<file path="config.mk">
export PLATFORM = sky130hd
export DESIGN_NAME = platform_clock_ratio_strap
export DESIGN_NICKNAME = d
export VERILOG_FILES = /design/src/verilog/clk_ratio_pkg.sv /design/src/verilog/sync_2ff.sv /design/src/verilog/platform_clock_ratio_strap.sv
export SDC_FILE = /design/constraint.sdc
export NUM_CORES = 1
export LEC_CHECK = 0
export BUFFER_PORTS_ARGS = -buffer_cell sky130_fd_sc_hd__buf_2
export CAP_MARGIN = 30
export CORE_UTILIZATION = 53
export DETAILED_ROUTE_END_ITERATION = 8
export PLACE_DENSITY = 0.76
export SKIP_LAST_GASP = 1
export SYNTH_ARGS = -nofsm -noshare
export SYNTH_HDL_FRONTEND = slang
export SYNTH_SLANG_ARGS = --single-unit
</file>
<file path="constraint.sdc">
create_clock -name sys_clk_i -period 1.6 [get_ports sys_clk_i]
set_input_delay 0.08 -clock sys_clk_i [delete_from_list [all_inputs] [get_ports sys_clk_i]]
set_output_delay 0.08 -clock sys_clk_i [all_outputs]
set_load 0.02 [all_outputs]
</file>
<file path="src/verilog/clk_ratio_pkg.sv">
`default_nettype none
package clk_ratio_pkg;

  // ****************************************
  // Strap field and ratio encoding
  // ****************************************
  localparam int STRAP_W = 4;
  localparam int RATIO_W = 5;
  localparam logic [3:0] CODE_R16 = 4'h0;
  localparam logic [3:0] CODE_R2 = 4'h2;
  localparam logic [3:0] CODE_R3 = 4'h3;
  localparam logic [3:0] CODE_R4 = 4'h4;
  localparam logic [3:0] CODE_R5 = 4'h5;
  localparam logic [3:0] CODE_R6 = 4'h6;
  localparam logic [3:0] CODE_R8 = 4'h8;
  localparam logic [3:0] CODE_R9 = 4'h9;
  localparam logic [3:0] CODE_R10 = 4'hA;
  localparam logic [3:0] CODE_R12 = 4'hC;

  // ****************************************
  // Values after reset and fixed ratios
  // ****************************************
  localparam logic [4:0] RATIO_RST = 5'h00;
  localparam logic [3:0] STRAP_RST = 4'h0;
  localparam logic [3:0] CORE_RATIO_RST = 4'h0;
  localparam logic [4:0] COMMS_RATIO = 5'h02;
  localparam logic [4:0] PCI_PLL_RATIO = 5'h01;

  // ****************************************
  // Timing: strap sampled after settling cycles counted from reset release
  // ****************************************
  localparam int SETTLE_CYC = 4;
  localparam logic [2:0] SETTLE_RST = 3'h0;

  // Decode a strap code to its multiplier; zero marks a reserved code.
  function automatic logic [4:0] ratio_of(input logic [3:0] code);
    logic [4:0] r;
    r = 5'h00;
    unique case (code)
      CODE_R16: r = 5'h10;
      CODE_R2: r = 5'h02;
      CODE_R3: r = 5'h03;
      CODE_R4: r = 5'h04;
      CODE_R5: r = 5'h05;
      CODE_R6: r = 5'h06;
      CODE_R8: r = 5'h08;
      CODE_R9: r = 5'h09;
      CODE_R10: r = 5'h0A;
      CODE_R12: r = 5'h0C;
      default: r = 5'h00;
    endcase
    return r;
  endfunction

endpackage
`default_nettype wire

</file>
<file path="src/verilog/sync_2ff.sv">
`timescale 1ns/1ps
`default_nettype none
// ****************************************
// Two-stage synchroniser for pin inputs
// ****************************************
module sync_2ff #(
  parameter int W = 1
) (
  input wire logic sys_clk_i,
  input wire logic rst_n_i,
  input wire logic ce_i,
  input wire logic [W-1:0] d_i,
  output logic [W-1:0] q_o
);
  logic [W-1:0] meta_r;

  // The first stage feeds only the second, keeping metastability contained.
  always_ff @(posedge sys_clk_i) begin
    if (!rst_n_i) begin
      meta_r <= '0;
      q_o <= '0;
    end else if (ce_i) begin
      meta_r <= d_i;
      q_o <= meta_r;
    end
  end
endmodule
`default_nettype wire

</file>
<file path="src/verilog/platform_clock_ratio_strap.sv">
// Functional notes
// - Power-up samples the four ratio strap pins to select platform multiplier.
// - Codes 0000=16, 0010-0110=2-6, 1000-1010=8-10, 1100=12; others reserved.
// - Platform ratio drives L2 cache, DDR data rate and coherency bus.
// - Core clock ratio follows platform clock via separate core ratio bits.
// - Comms module PLL follows platform clock at a fixed ratio.
// - Each of two PCI buses has its own PLL enable; both are set together at capture.
// - Soft reset input assertion raises a machine check to the core.
`timescale 1ns/1ps
`default_nettype none
module platform_clock_ratio_strap
  import clk_ratio_pkg::*;
#(
  parameter int SETTLE = clk_ratio_pkg::SETTLE_CYC
) (
  input wire logic sys_clk_i,
  input wire logic rst_n_i,
  input wire logic ce_i,
  input wire logic [clk_ratio_pkg::STRAP_W-1:0] ratio_strap_pins_i,
  input wire logic [3:0] core_ratio_cfg_i,
  input wire logic soft_reset_input_n_i,
  input wire logic hard_reset_input_n_i,
  input wire logic debug_hard_reset_input_n_i,
  input wire logic debug_trst_n_i,
  input wire logic board_trst_n_i,
  output logic [clk_ratio_pkg::RATIO_W-1:0] platform_ratio_o,
  output logic ratio_valid_o,
  output logic ratio_reserved_o,
  output logic [clk_ratio_pkg::RATIO_W-1:0] l2_ratio_o,
  output logic [clk_ratio_pkg::RATIO_W-1:0] ddr_ratio_o,
  output logic [clk_ratio_pkg::RATIO_W-1:0] coherency_bus_ratio_o,
  output logic [3:0] core_ratio_o,
  output logic [clk_ratio_pkg::RATIO_W-1:0] comms_module_ratio_o,
  output logic pci1_pll_en_o,
  output logic pci2_pll_en_o,
  output logic machine_check_o,
  output logic core_hard_reset_input_n_o,
  output logic core_trst_n_o
);
  import clk_ratio_pkg::*;

  // ****************************************
  // Pin synchronisers
  // ****************************************
  logic [STRAP_W-1:0] strap_s;
  logic [3:0] core_cfg_s;
  logic [4:0] ctl_s;

  // All board-side levels cross two flops before any logic reads them.
  // Strap stages are not reset, so real pin levels reach the capture even with a short settle.
  sync_2ff #(.W(STRAP_W)) u_strap_sync (
    .sys_clk_i(sys_clk_i),
    .rst_n_i(1'b1),
    .ce_i(ce_i),
    .d_i(ratio_strap_pins_i),
    .q_o(strap_s)
  );

  sync_2ff #(.W(4)) u_core_sync (
    .sys_clk_i(sys_clk_i),
    .rst_n_i(1'b1),
    .ce_i(ce_i),
    .d_i(core_ratio_cfg_i),
    .q_o(core_cfg_s)
  );

  sync_2ff #(.W(5)) u_ctl_sync (
    .sys_clk_i(sys_clk_i),
    .rst_n_i(1'b1),
    .ce_i(ce_i),
    .d_i({soft_reset_input_n_i, hard_reset_input_n_i, debug_hard_reset_input_n_i,
          debug_trst_n_i, board_trst_n_i}),
    .q_o(ctl_s)
  );

  // ****************************************
  // Power-up strap capture
  // ****************************************
  logic [2:0] settle_r;
  logic [STRAP_W-1:0] strap_r;
  logic [3:0] core_r;
  logic latched_r;

  // Count cycles after reset release so the synchroniser holds real pin values.
  always_ff @(posedge sys_clk_i) begin
    if (!rst_n_i) begin
      settle_r <= SETTLE_RST;
    end else if (ce_i && !latched_r && settle_r != 3'(SETTLE)) begin
      settle_r <= settle_r + 3'h1;
    end
  end

  // Capture once; later pin moves are ignored until rst_n_i is asserted again.
  // Functional reset on rst_n_i clears latched_r, so every reset recaptures the straps.
  always_ff @(posedge sys_clk_i) begin
    if (!rst_n_i) begin
      latched_r <= 1'b0;
      strap_r <= STRAP_RST;
      core_r <= CORE_RATIO_RST;
    end else if (ce_i && !latched_r && settle_r == 3'(SETTLE)) begin
      latched_r <= 1'b1;
      strap_r <= strap_s;
      core_r <= core_cfg_s;
    end
  end

  // ****************************************
  // Ratio distribution
  // ****************************************
  // Reserved codes give a zero multiplier and a flag rather than a guess.
  // Before the capture every ratio reads zero, so nothing starts on the reset strap value.
  always_ff @(posedge sys_clk_i) begin
    if (!rst_n_i) begin
      platform_ratio_o <= RATIO_RST;
      l2_ratio_o <= RATIO_RST;
      ddr_ratio_o <= RATIO_RST;
      coherency_bus_ratio_o <= RATIO_RST;
      core_ratio_o <= CORE_RATIO_RST;
      comms_module_ratio_o <= RATIO_RST;
      ratio_valid_o <= 1'b0;
      ratio_reserved_o <= 1'b0;
      pci1_pll_en_o <= 1'b0;
      pci2_pll_en_o <= 1'b0;
    end else if (ce_i) begin
      platform_ratio_o <= latched_r ? ratio_of(strap_r) : RATIO_RST;
      l2_ratio_o <= latched_r ? ratio_of(strap_r) : RATIO_RST;
      ddr_ratio_o <= latched_r ? ratio_of(strap_r) : RATIO_RST;
      coherency_bus_ratio_o <= latched_r ? ratio_of(strap_r) : RATIO_RST;
      core_ratio_o <= core_r;
      comms_module_ratio_o <= latched_r ? COMMS_RATIO : RATIO_RST;
      ratio_valid_o <= latched_r && ratio_of(strap_r) != 5'h00;
      ratio_reserved_o <= latched_r && ratio_of(strap_r) == 5'h00;
      pci1_pll_en_o <= latched_r;
      pci2_pll_en_o <= latched_r;
    end
  end

  // ****************************************
  // Reset and debug paths
  // ****************************************
  logic soft_reset_input_d_r;

  // Falling edge of the synchronised soft reset gives a one-cycle machine check.
  always_ff @(posedge sys_clk_i) begin
    if (!rst_n_i) begin
      soft_reset_input_d_r <= 1'b1;
      machine_check_o <= 1'b0;
    end else if (ce_i) begin
      soft_reset_input_d_r <= ctl_s[4];
      machine_check_o <= soft_reset_input_d_r && !ctl_s[4];
    end
  end

  // Either source alone can hold the core in reset or reset its test logic.
  // These flops skip the clock enable, but u_ctl_sync is gated by ce_i, so a frozen block holds its reset outputs.
  always_ff @(posedge sys_clk_i) begin
    if (!rst_n_i) begin
      core_hard_reset_input_n_o <= 1'b0;
      core_trst_n_o <= 1'b0;
    end else begin
      core_hard_reset_input_n_o <= ctl_s[3] & ctl_s[2];
      core_trst_n_o <= ctl_s[1] & ctl_s[0];
    end
  end

  // ****************************************
  // Checks
  // ****************************************
  a_strap_held: assert property (@(posedge sys_clk_i) disable iff (!rst_n_i)
    latched_r |=> $stable(strap_r))
    else $error("Latched strap changed.");

  // Before the capture the ratio must read zero, never a decode of the reset strap.
  a_ratio_decode: assert property (@(posedge sys_clk_i) disable iff (!rst_n_i)
    ce_i |=> platform_ratio_o == ($past(latched_r) ? ratio_of($past(strap_r)) : RATIO_RST))
    else $error("Platform ratio does not match strap.");

  a_capture_once: assert property (@(posedge sys_clk_i) disable iff (!rst_n_i)
    (ce_i && !latched_r && settle_r == 3'(SETTLE)) |=> latched_r && strap_r == $past(strap_s))
    else $error("Strap not captured.");

  a_flag_excl: assert property (@(posedge sys_clk_i) disable iff (!rst_n_i)
    !(ratio_valid_o && ratio_reserved_o))
    else $error("Valid and reserved flags both set.");

  // A reserved code must never reach the clock tree as a nonzero multiplier.
  a_resv_zero: assert property (@(posedge sys_clk_i) disable iff (!rst_n_i)
    ratio_reserved_o |-> platform_ratio_o == RATIO_RST)
    else $error("Reserved code gave a multiplier.");

  a_bus_fanout: assert property (@(posedge sys_clk_i) disable iff (!rst_n_i)
    l2_ratio_o == platform_ratio_o && ddr_ratio_o == platform_ratio_o
    && coherency_bus_ratio_o == platform_ratio_o)
    else $error("Platform ratio fan-out differs.");

  a_core_follow: assert property (@(posedge sys_clk_i) disable iff (!rst_n_i)
    (ce_i && latched_r) |=> core_ratio_o == $past(core_r))
    else $error("Core ratio not from latched bits.");

  a_comms_fixed: assert property (@(posedge sys_clk_i) disable iff (!rst_n_i)
    (ce_i && latched_r) |=> comms_module_ratio_o == COMMS_RATIO)
    else $error("Comms module ratio not fixed.");

  a_comms_before: assert property (@(posedge sys_clk_i) disable iff (!rst_n_i)
    (ce_i && !latched_r) |=> comms_module_ratio_o == RATIO_RST)
    else $error("Comms module ratio set before capture.");

  a_pci_both: assert property (@(posedge sys_clk_i) disable iff (!rst_n_i)
    pci1_pll_en_o == pci2_pll_en_o)
    else $error("PCI PLL enables disagree.");

  a_mcheck_pulse: assert property (@(posedge sys_clk_i) disable iff (!rst_n_i)
    (ce_i && soft_reset_input_d_r && !ctl_s[4]) |=> machine_check_o ##1 (!machine_check_o || !ce_i))
    else $error("Machine check pulse wrong.");

  a_hard_reset_input_or: assert property (@(posedge sys_clk_i) disable iff (!rst_n_i)
    !(ctl_s[3] && ctl_s[2]) |=> !core_hard_reset_input_n_o)
    else $error("Hard reset not forwarded.");

  a_trst_or: assert property (@(posedge sys_clk_i) disable iff (!rst_n_i)
    !(ctl_s[1] && ctl_s[0]) |=> !core_trst_n_o)
    else $error("Test reset not forwarded.");
endmodule
`default_nettype wire

</file>
## Yosys cells after proc, flatten, opt, wreduce, memory -nomap -nowiden

Memory sizes are Yosys's and may differ from the RTL's. A register that Yosys moved wholly into a read port is not among the register bits.
Index checks and enable logic that the tools add are counted.

| storage, ports and cells | value |
|---|---|
| logic and storage cells | 65 |
| output and inout port bits | 36 |
| flip-flop bits (word level) | 74 |
| input bits | 16 |
| memories | 6 |
| memory bits (read-only) | 480 |

| operators by class | value |
|---|---|
| $add $sub $neg | 1 |
| eq/ne operators | 2 |
| muxes and demuxes | 21 |
| bitwise logic cells | 2 |
| reductions and logical operators | 10 |

Memory list:

| memory | depth | width | read ports | clocked after Yosys merged registers in | wr ports | RTL line | text |
|---|---|---|---|---|---|---|---|
| (no name shown) | 16 | 5 | 1 | 1 | 0 | clk_ratio_pkg.sv:39 | `unique case (code)` |
| (no name shown) | 16 | 5 | 1 | 1 | 0 | clk_ratio_pkg.sv:39 |  |
| (no name shown) | 16 | 5 | 1 | 1 | 0 | clk_ratio_pkg.sv:39 |  |
| (no name shown) | 16 | 5 | 1 | 1 | 0 | clk_ratio_pkg.sv:39 |  |
| (no name shown) | 16 | 5 | 1 | 1 | 0 | clk_ratio_pkg.sv:39 |  |
| (no name shown) | 16 | 5 | 1 | 1 | 0 | clk_ratio_pkg.sv:39 |  |

Operators by type and width:

| cell | number |
|---|---|
| 2-to-1 mux 4 bit | 12 |
| 2-to-1 mux 5 bit | 8 |
| logical AND 1 bit | 6 |
| zero test 5 bit | 1 |
| nonzero test 5 bit | 1 |
| adder 3 x 1 -> 3 bit, second input constant | 1 |
| equality test 3 bit, second input constant | 1 |
| inequality test 3 bit, second input constant | 1 |
| bitwise AND 1 bit | 2 |
| zero test 1 bit | 2 |
| 2-to-1 mux 2 bit | 1 |

## Logic depth before layout (Yosys ltp)

| depth | value |
|---|---|
| depth in word-level cells | 5 |
| mapped depth | 7 |
| gate-level depth less buffers | 5 |

## Cells and area by module

Synthesis repeated with hierarchy kept, for this count alone.

| second synthesis, totals | value |
|---|---|
| cell total of the unflattened synthesis | 273 |
| area, all modules | 2,541.2 um^2 |

Modules (own cells, without submodules):

| module | seq. area each (um^2) | instances | area each (um^2) | cells an instance |
|---|---|---|---|---|
| platform_clock_ratio_strap | 660.6 | 1 | 1,564.0 | 192 |
| sync_2ff (u_core_sync ...) | 160.2 | 2 | 301.5 | 25 |
| sync_2ff (u_ctl_sync) | 200.2 | 1 | 374.1 | 31 |

## Worst setup path before layout

OpenSTA, ideal clock, no wires.

| timing | value |
|---|---|
| kind | reg-to-reg |
| start point | reg settle_r[0] |
| end point | reg settle_r[1] |
| cell stages (with the launch flop) | 6 |
| required time | 1.530 ns |
| setup time | 0.070 ns |
| buffers on the path | 0 |
| data arrival time | 1.321 ns |
| setup slack | 0.210 ns |
| clock period less this slack | 1.390 ns |
| path through | dfxtp_1 inv_1 ha_1 and2_1 or3b_2 a21oi_1 |

| on the way | value |
|---|---|
| word-level cells in the longest chain between the ends | 2 |
| elaborated cells between the ends (all ways) | 3 |
| those cells by class | 1 x add/sub; 1 x eq/ne; 1 x reduce/logical |

Ends and longest elaborated chain:

| what | RTL line | text |
|---|---|---|
| start, declared | platform_clock_ratio_strap.sv:79 | `logic [2:0] settle_r;` |
| start signal, assigned | platform_clock_ratio_strap.sv:89 | `settle_r <= settle_r + 3'h1;` |
| branches (longest 2 deep; another with adder 3 x 1 -> 3 bit) | n/a |  |

Several ways; the timed one is not identified.
A chain may end at the register's enable or synchronous reset.

## Worst setup path in the final report

Same ends and word-level chain as after synthesis.

==> impl_metrics.yaml <==
power:
  leakage_nw: 1.17
  p_sw_mw: 0.654
  p_sw_frac: 0.197
  seqPwrFrac: 0.504
  internal_power_mw: 2.67
  vdd_drop_max_mv: 0.755
  p_total_mw: 3.32
  combPwrFrac: 0.043
  p_per_area_mw_per_mm2: 1170
  clkPwrFrac: 0.453
setup_path:
  crit_buf_inv: 1
  end_kind: "flop"
  r2r_start: "settle_r[0]$_SDFFE_PN0P_"
  critPathKind: "flop to flop"
  cpPeakStageDelay_ns: 0.48
  critical_path.startpoint: "settle_r[0]$_SDFFE_PN0P_"
  crit_family: "simple AND/OR/NAND/NOR gates"
  crit_path_top_delay_cell: "or3b_2"
  worstPathMaxFanout: 4
  crit_required_ns: 1.86
  start_kind: "flop"
  path_cells: "inv_1 > ha_1 > and2_1 > or3b_2 > a21oi_1"
  arrival_ns: 1.74
cells_and_area:
  fillers: 322
  final_nets: 276
  drive_gt1_frac: 0.278
  area_growth_pct: 20.4
  diodes: 0
  fin_util: 0.687
global_routing:
  gr-usage-all-layers: 0.181
  antenna_found_initial: 0
  grt_pass1_vias: 1389
  grt_first_pass_wirelength_mm: 5.83
  grt_max_degree: 29
  overflow: 0
sta:
  fin_crit_sh: 0.922
  period_needed_ns: 1.47
  final.setup.tns_ns: 0
  final-max-slew-violation-count: 0
  hold_viol_final: 0
  fin_worst_skew_ns: 0.00573
  finalSetupViolations: 0
  max_freq_ghz: 0.678
  rsz0062_at_grt: "false"
hold_path:
  min_from: "rst_n_i"
  hold_path.class: "input pin to flop"
outcome:
  outcome: "complete, no violations"
yosys:
  synth-seq-cells: 59
  synth_top_cell_by_area: "edfxtp_1"
  syn_avg_cell_area_sq_um: 11.1
  ys_types: 35
  ys_seq_area_frac: 0.614
  syn_area_sq_mm: 0.00235
  yosys.area.top_type_share: 0.332
  yosys-top-cells-area: "edfxtp_1, dfxtp_1, buf_4"
  syn_inst: 212
  ys_warn_count: 0
placement:
  hpwl_mm: 2.31
  portBuffers: 47
  gp_congestion: 0.796
clock_tree:
  cts_tree: "built"
  clk_latency_ns: 0.33
  post-cts-setup-buffers: 0
  ctsLongestPathBuffers: 2
  clkTransAtPathRegs_ns: 0.06
  clkSinkCount: 59
  cts_root_buf: "clkbuf_8"
  htreeDepth: 3
  cts_buffers: 9
routing:
  vias: 1586
  via_per_inst: 5.07
  wirelength_mm: 3.84
  drcViolationCount: 0
  wire_per_inst_um: 12.3
  drt_iter0_drc: 71
  drt_first_pass_iters: 4
  ant_nets: 0
die:
  ios: 52
  die_x_um: 68.6
  die_h_um: 68.6
  die_area_sq_mm: 0.00470
  initial_core_util: 0.571
  core_sq_mm: 0.00412
  row_count: 23
job:
  max-cap-violations: 0
Yosys cell counts (all sizes together):
library cell,instances
nand3,3
buf,31
and3,2
conb,1
inv,5
clkbuf,2
nor2,17
a31oi,2
nand3b,1
o32ai,1
or3b,1
and4b,1
nand2,18
or4,1
nor2b,5
o31ai,1
nand2b,4
xor2,2
o21ai,5
dfxtp,33
and2,3
nand4b,1
a21oi,29
o2111ai,2
ha,2
mux2i,5
edfxtp,26
or3,2
o211ai,6
routing by layer:
layer | share of wire | global-route usage
met1 | 0.44 | 0.200
met2 | 0.49 | 0.292
met3 | 0.061 | 0.0543
met4 | 0.018 | 0.135
met5 | 0 | 0
flip-flops by register name (all words and copies together), names as in the netlist, 3 cells and up, named ones only:
register	count
u_strap_sync.q_o	4
u_strap_sync.meta_r	4
u_core_sync.meta_r	4
core_ratio_o	4
strap_r	4
core_r	4
u_ctl_sync.meta_r	5
platform_ratio_o	5
settle_r	3
u_core_sync.q_o	4
u_ctl_sync.q_o	5
worst paths after layout:
path,end,slack (ns),cells past startpoint
max,settle_r[1]$_SDFFE_PN0P_,0.13,5
min,soft_reset_input_d_r$_SDFFE_PN1P_,0.02,2
max reg2reg,settle_r[1]$_SDFFE_PN0P_,0.13,5
min reg2reg,u_ctl_sync.q_o[0]$_DFFE_PP_,0.42,0
cells by family (layout without fill, tap and decap cells):
| group | count (synthesis) | after routing | share of synthesized area |
|---|---|---|---|
| other | 1 | 4 | 0.00160 |
| flip-flops | 59 | 59 | 0.614 |
| AO/OA/AOI/OAI | 46 | 46 | 0.115 |
| multiplexers | 5 | 5 | 0.0213 |
| adder cells (fa/ha/maj) | 2 | 2 | 0.0107 |
| XOR/XNOR | 2 | 2 | 0.00746 |
| buffers and inverters | 38 | 86 | 0.105 |
| AND/OR/NAND/NOR | 59 | 59 | 0.126 |
power by group through the flow:
stage               Sequential, mW  Combinational [mW]  Clock (mW)
floorplan                     1.70              0.0865           0
global placement              1.70               0.115           0
detailed placement            1.70               0.119           0
CTS                           1.67               0.143        1.54
global route                  1.68               0.158        1.61
finish                        1.67               0.144        1.50
through the flow:
| step | setup WS [ns] | cell area [sq um] | instances | hold slack (ns) |
|---|---|---|---|---|
| 2_1_floorplan | 0.210 | 2360 | 215 | 0.179 |
| 3_3_place_gp | 0.168 | 2470 | 284 | 0.256 |
| 3_5_place_dp | 0.117 | 2470 | 284 | 0.258 |
| 4_1_cts | 0.101 | 2830 | 313 | 0.00538 |
| 5_1_grt | 0.0341 | 2830 | 313 | 0.0226 |
| 6_report | 0.125 | 2830 | 313 | 0.0172 |
timing repair:
action	in CTS	in global routing
hold buffers	13	0
setup endpoints to repair	0	1
hold endpoints to repair	13	0
gates resized for setup	0	1
cell type report:
| type | count | area [sq um] | share of cell area |
|---|---|---|---|
| clock buffers | 12 | 155 | 0.0549 |
| clock inverters | 4 | 72.6 | 0.0257 |
| inverters | 5 | 18.8 | 0.00664 |
| multi-input cells | 118 | 672 | 0.238 |
| flip-flops and latches | 59 | 1440 | 0.510 |
| well taps | 50 | 62.6 | 0.0221 |
| repair buffers | 65 | 403 | 0.143 |
layout by cell type, fill, tap and decap left out, types with 3 or more instances in the layout:
cell,instances
a21oi_1,29
buf_2,47
buf_4,5
clkbuf_8,11
conb_1,4
dfxtp_1,32
dlygate4sd3_1,13
edfxtp_1,26
inv_1,4
mux2i_1,5
nand2_1,18
nand2b_1,3
nand3_1,3
nor2_1,17
nor2b_1,5
o211ai_1,6
o21ai_0,5
(Power assumes the default switching activity.)
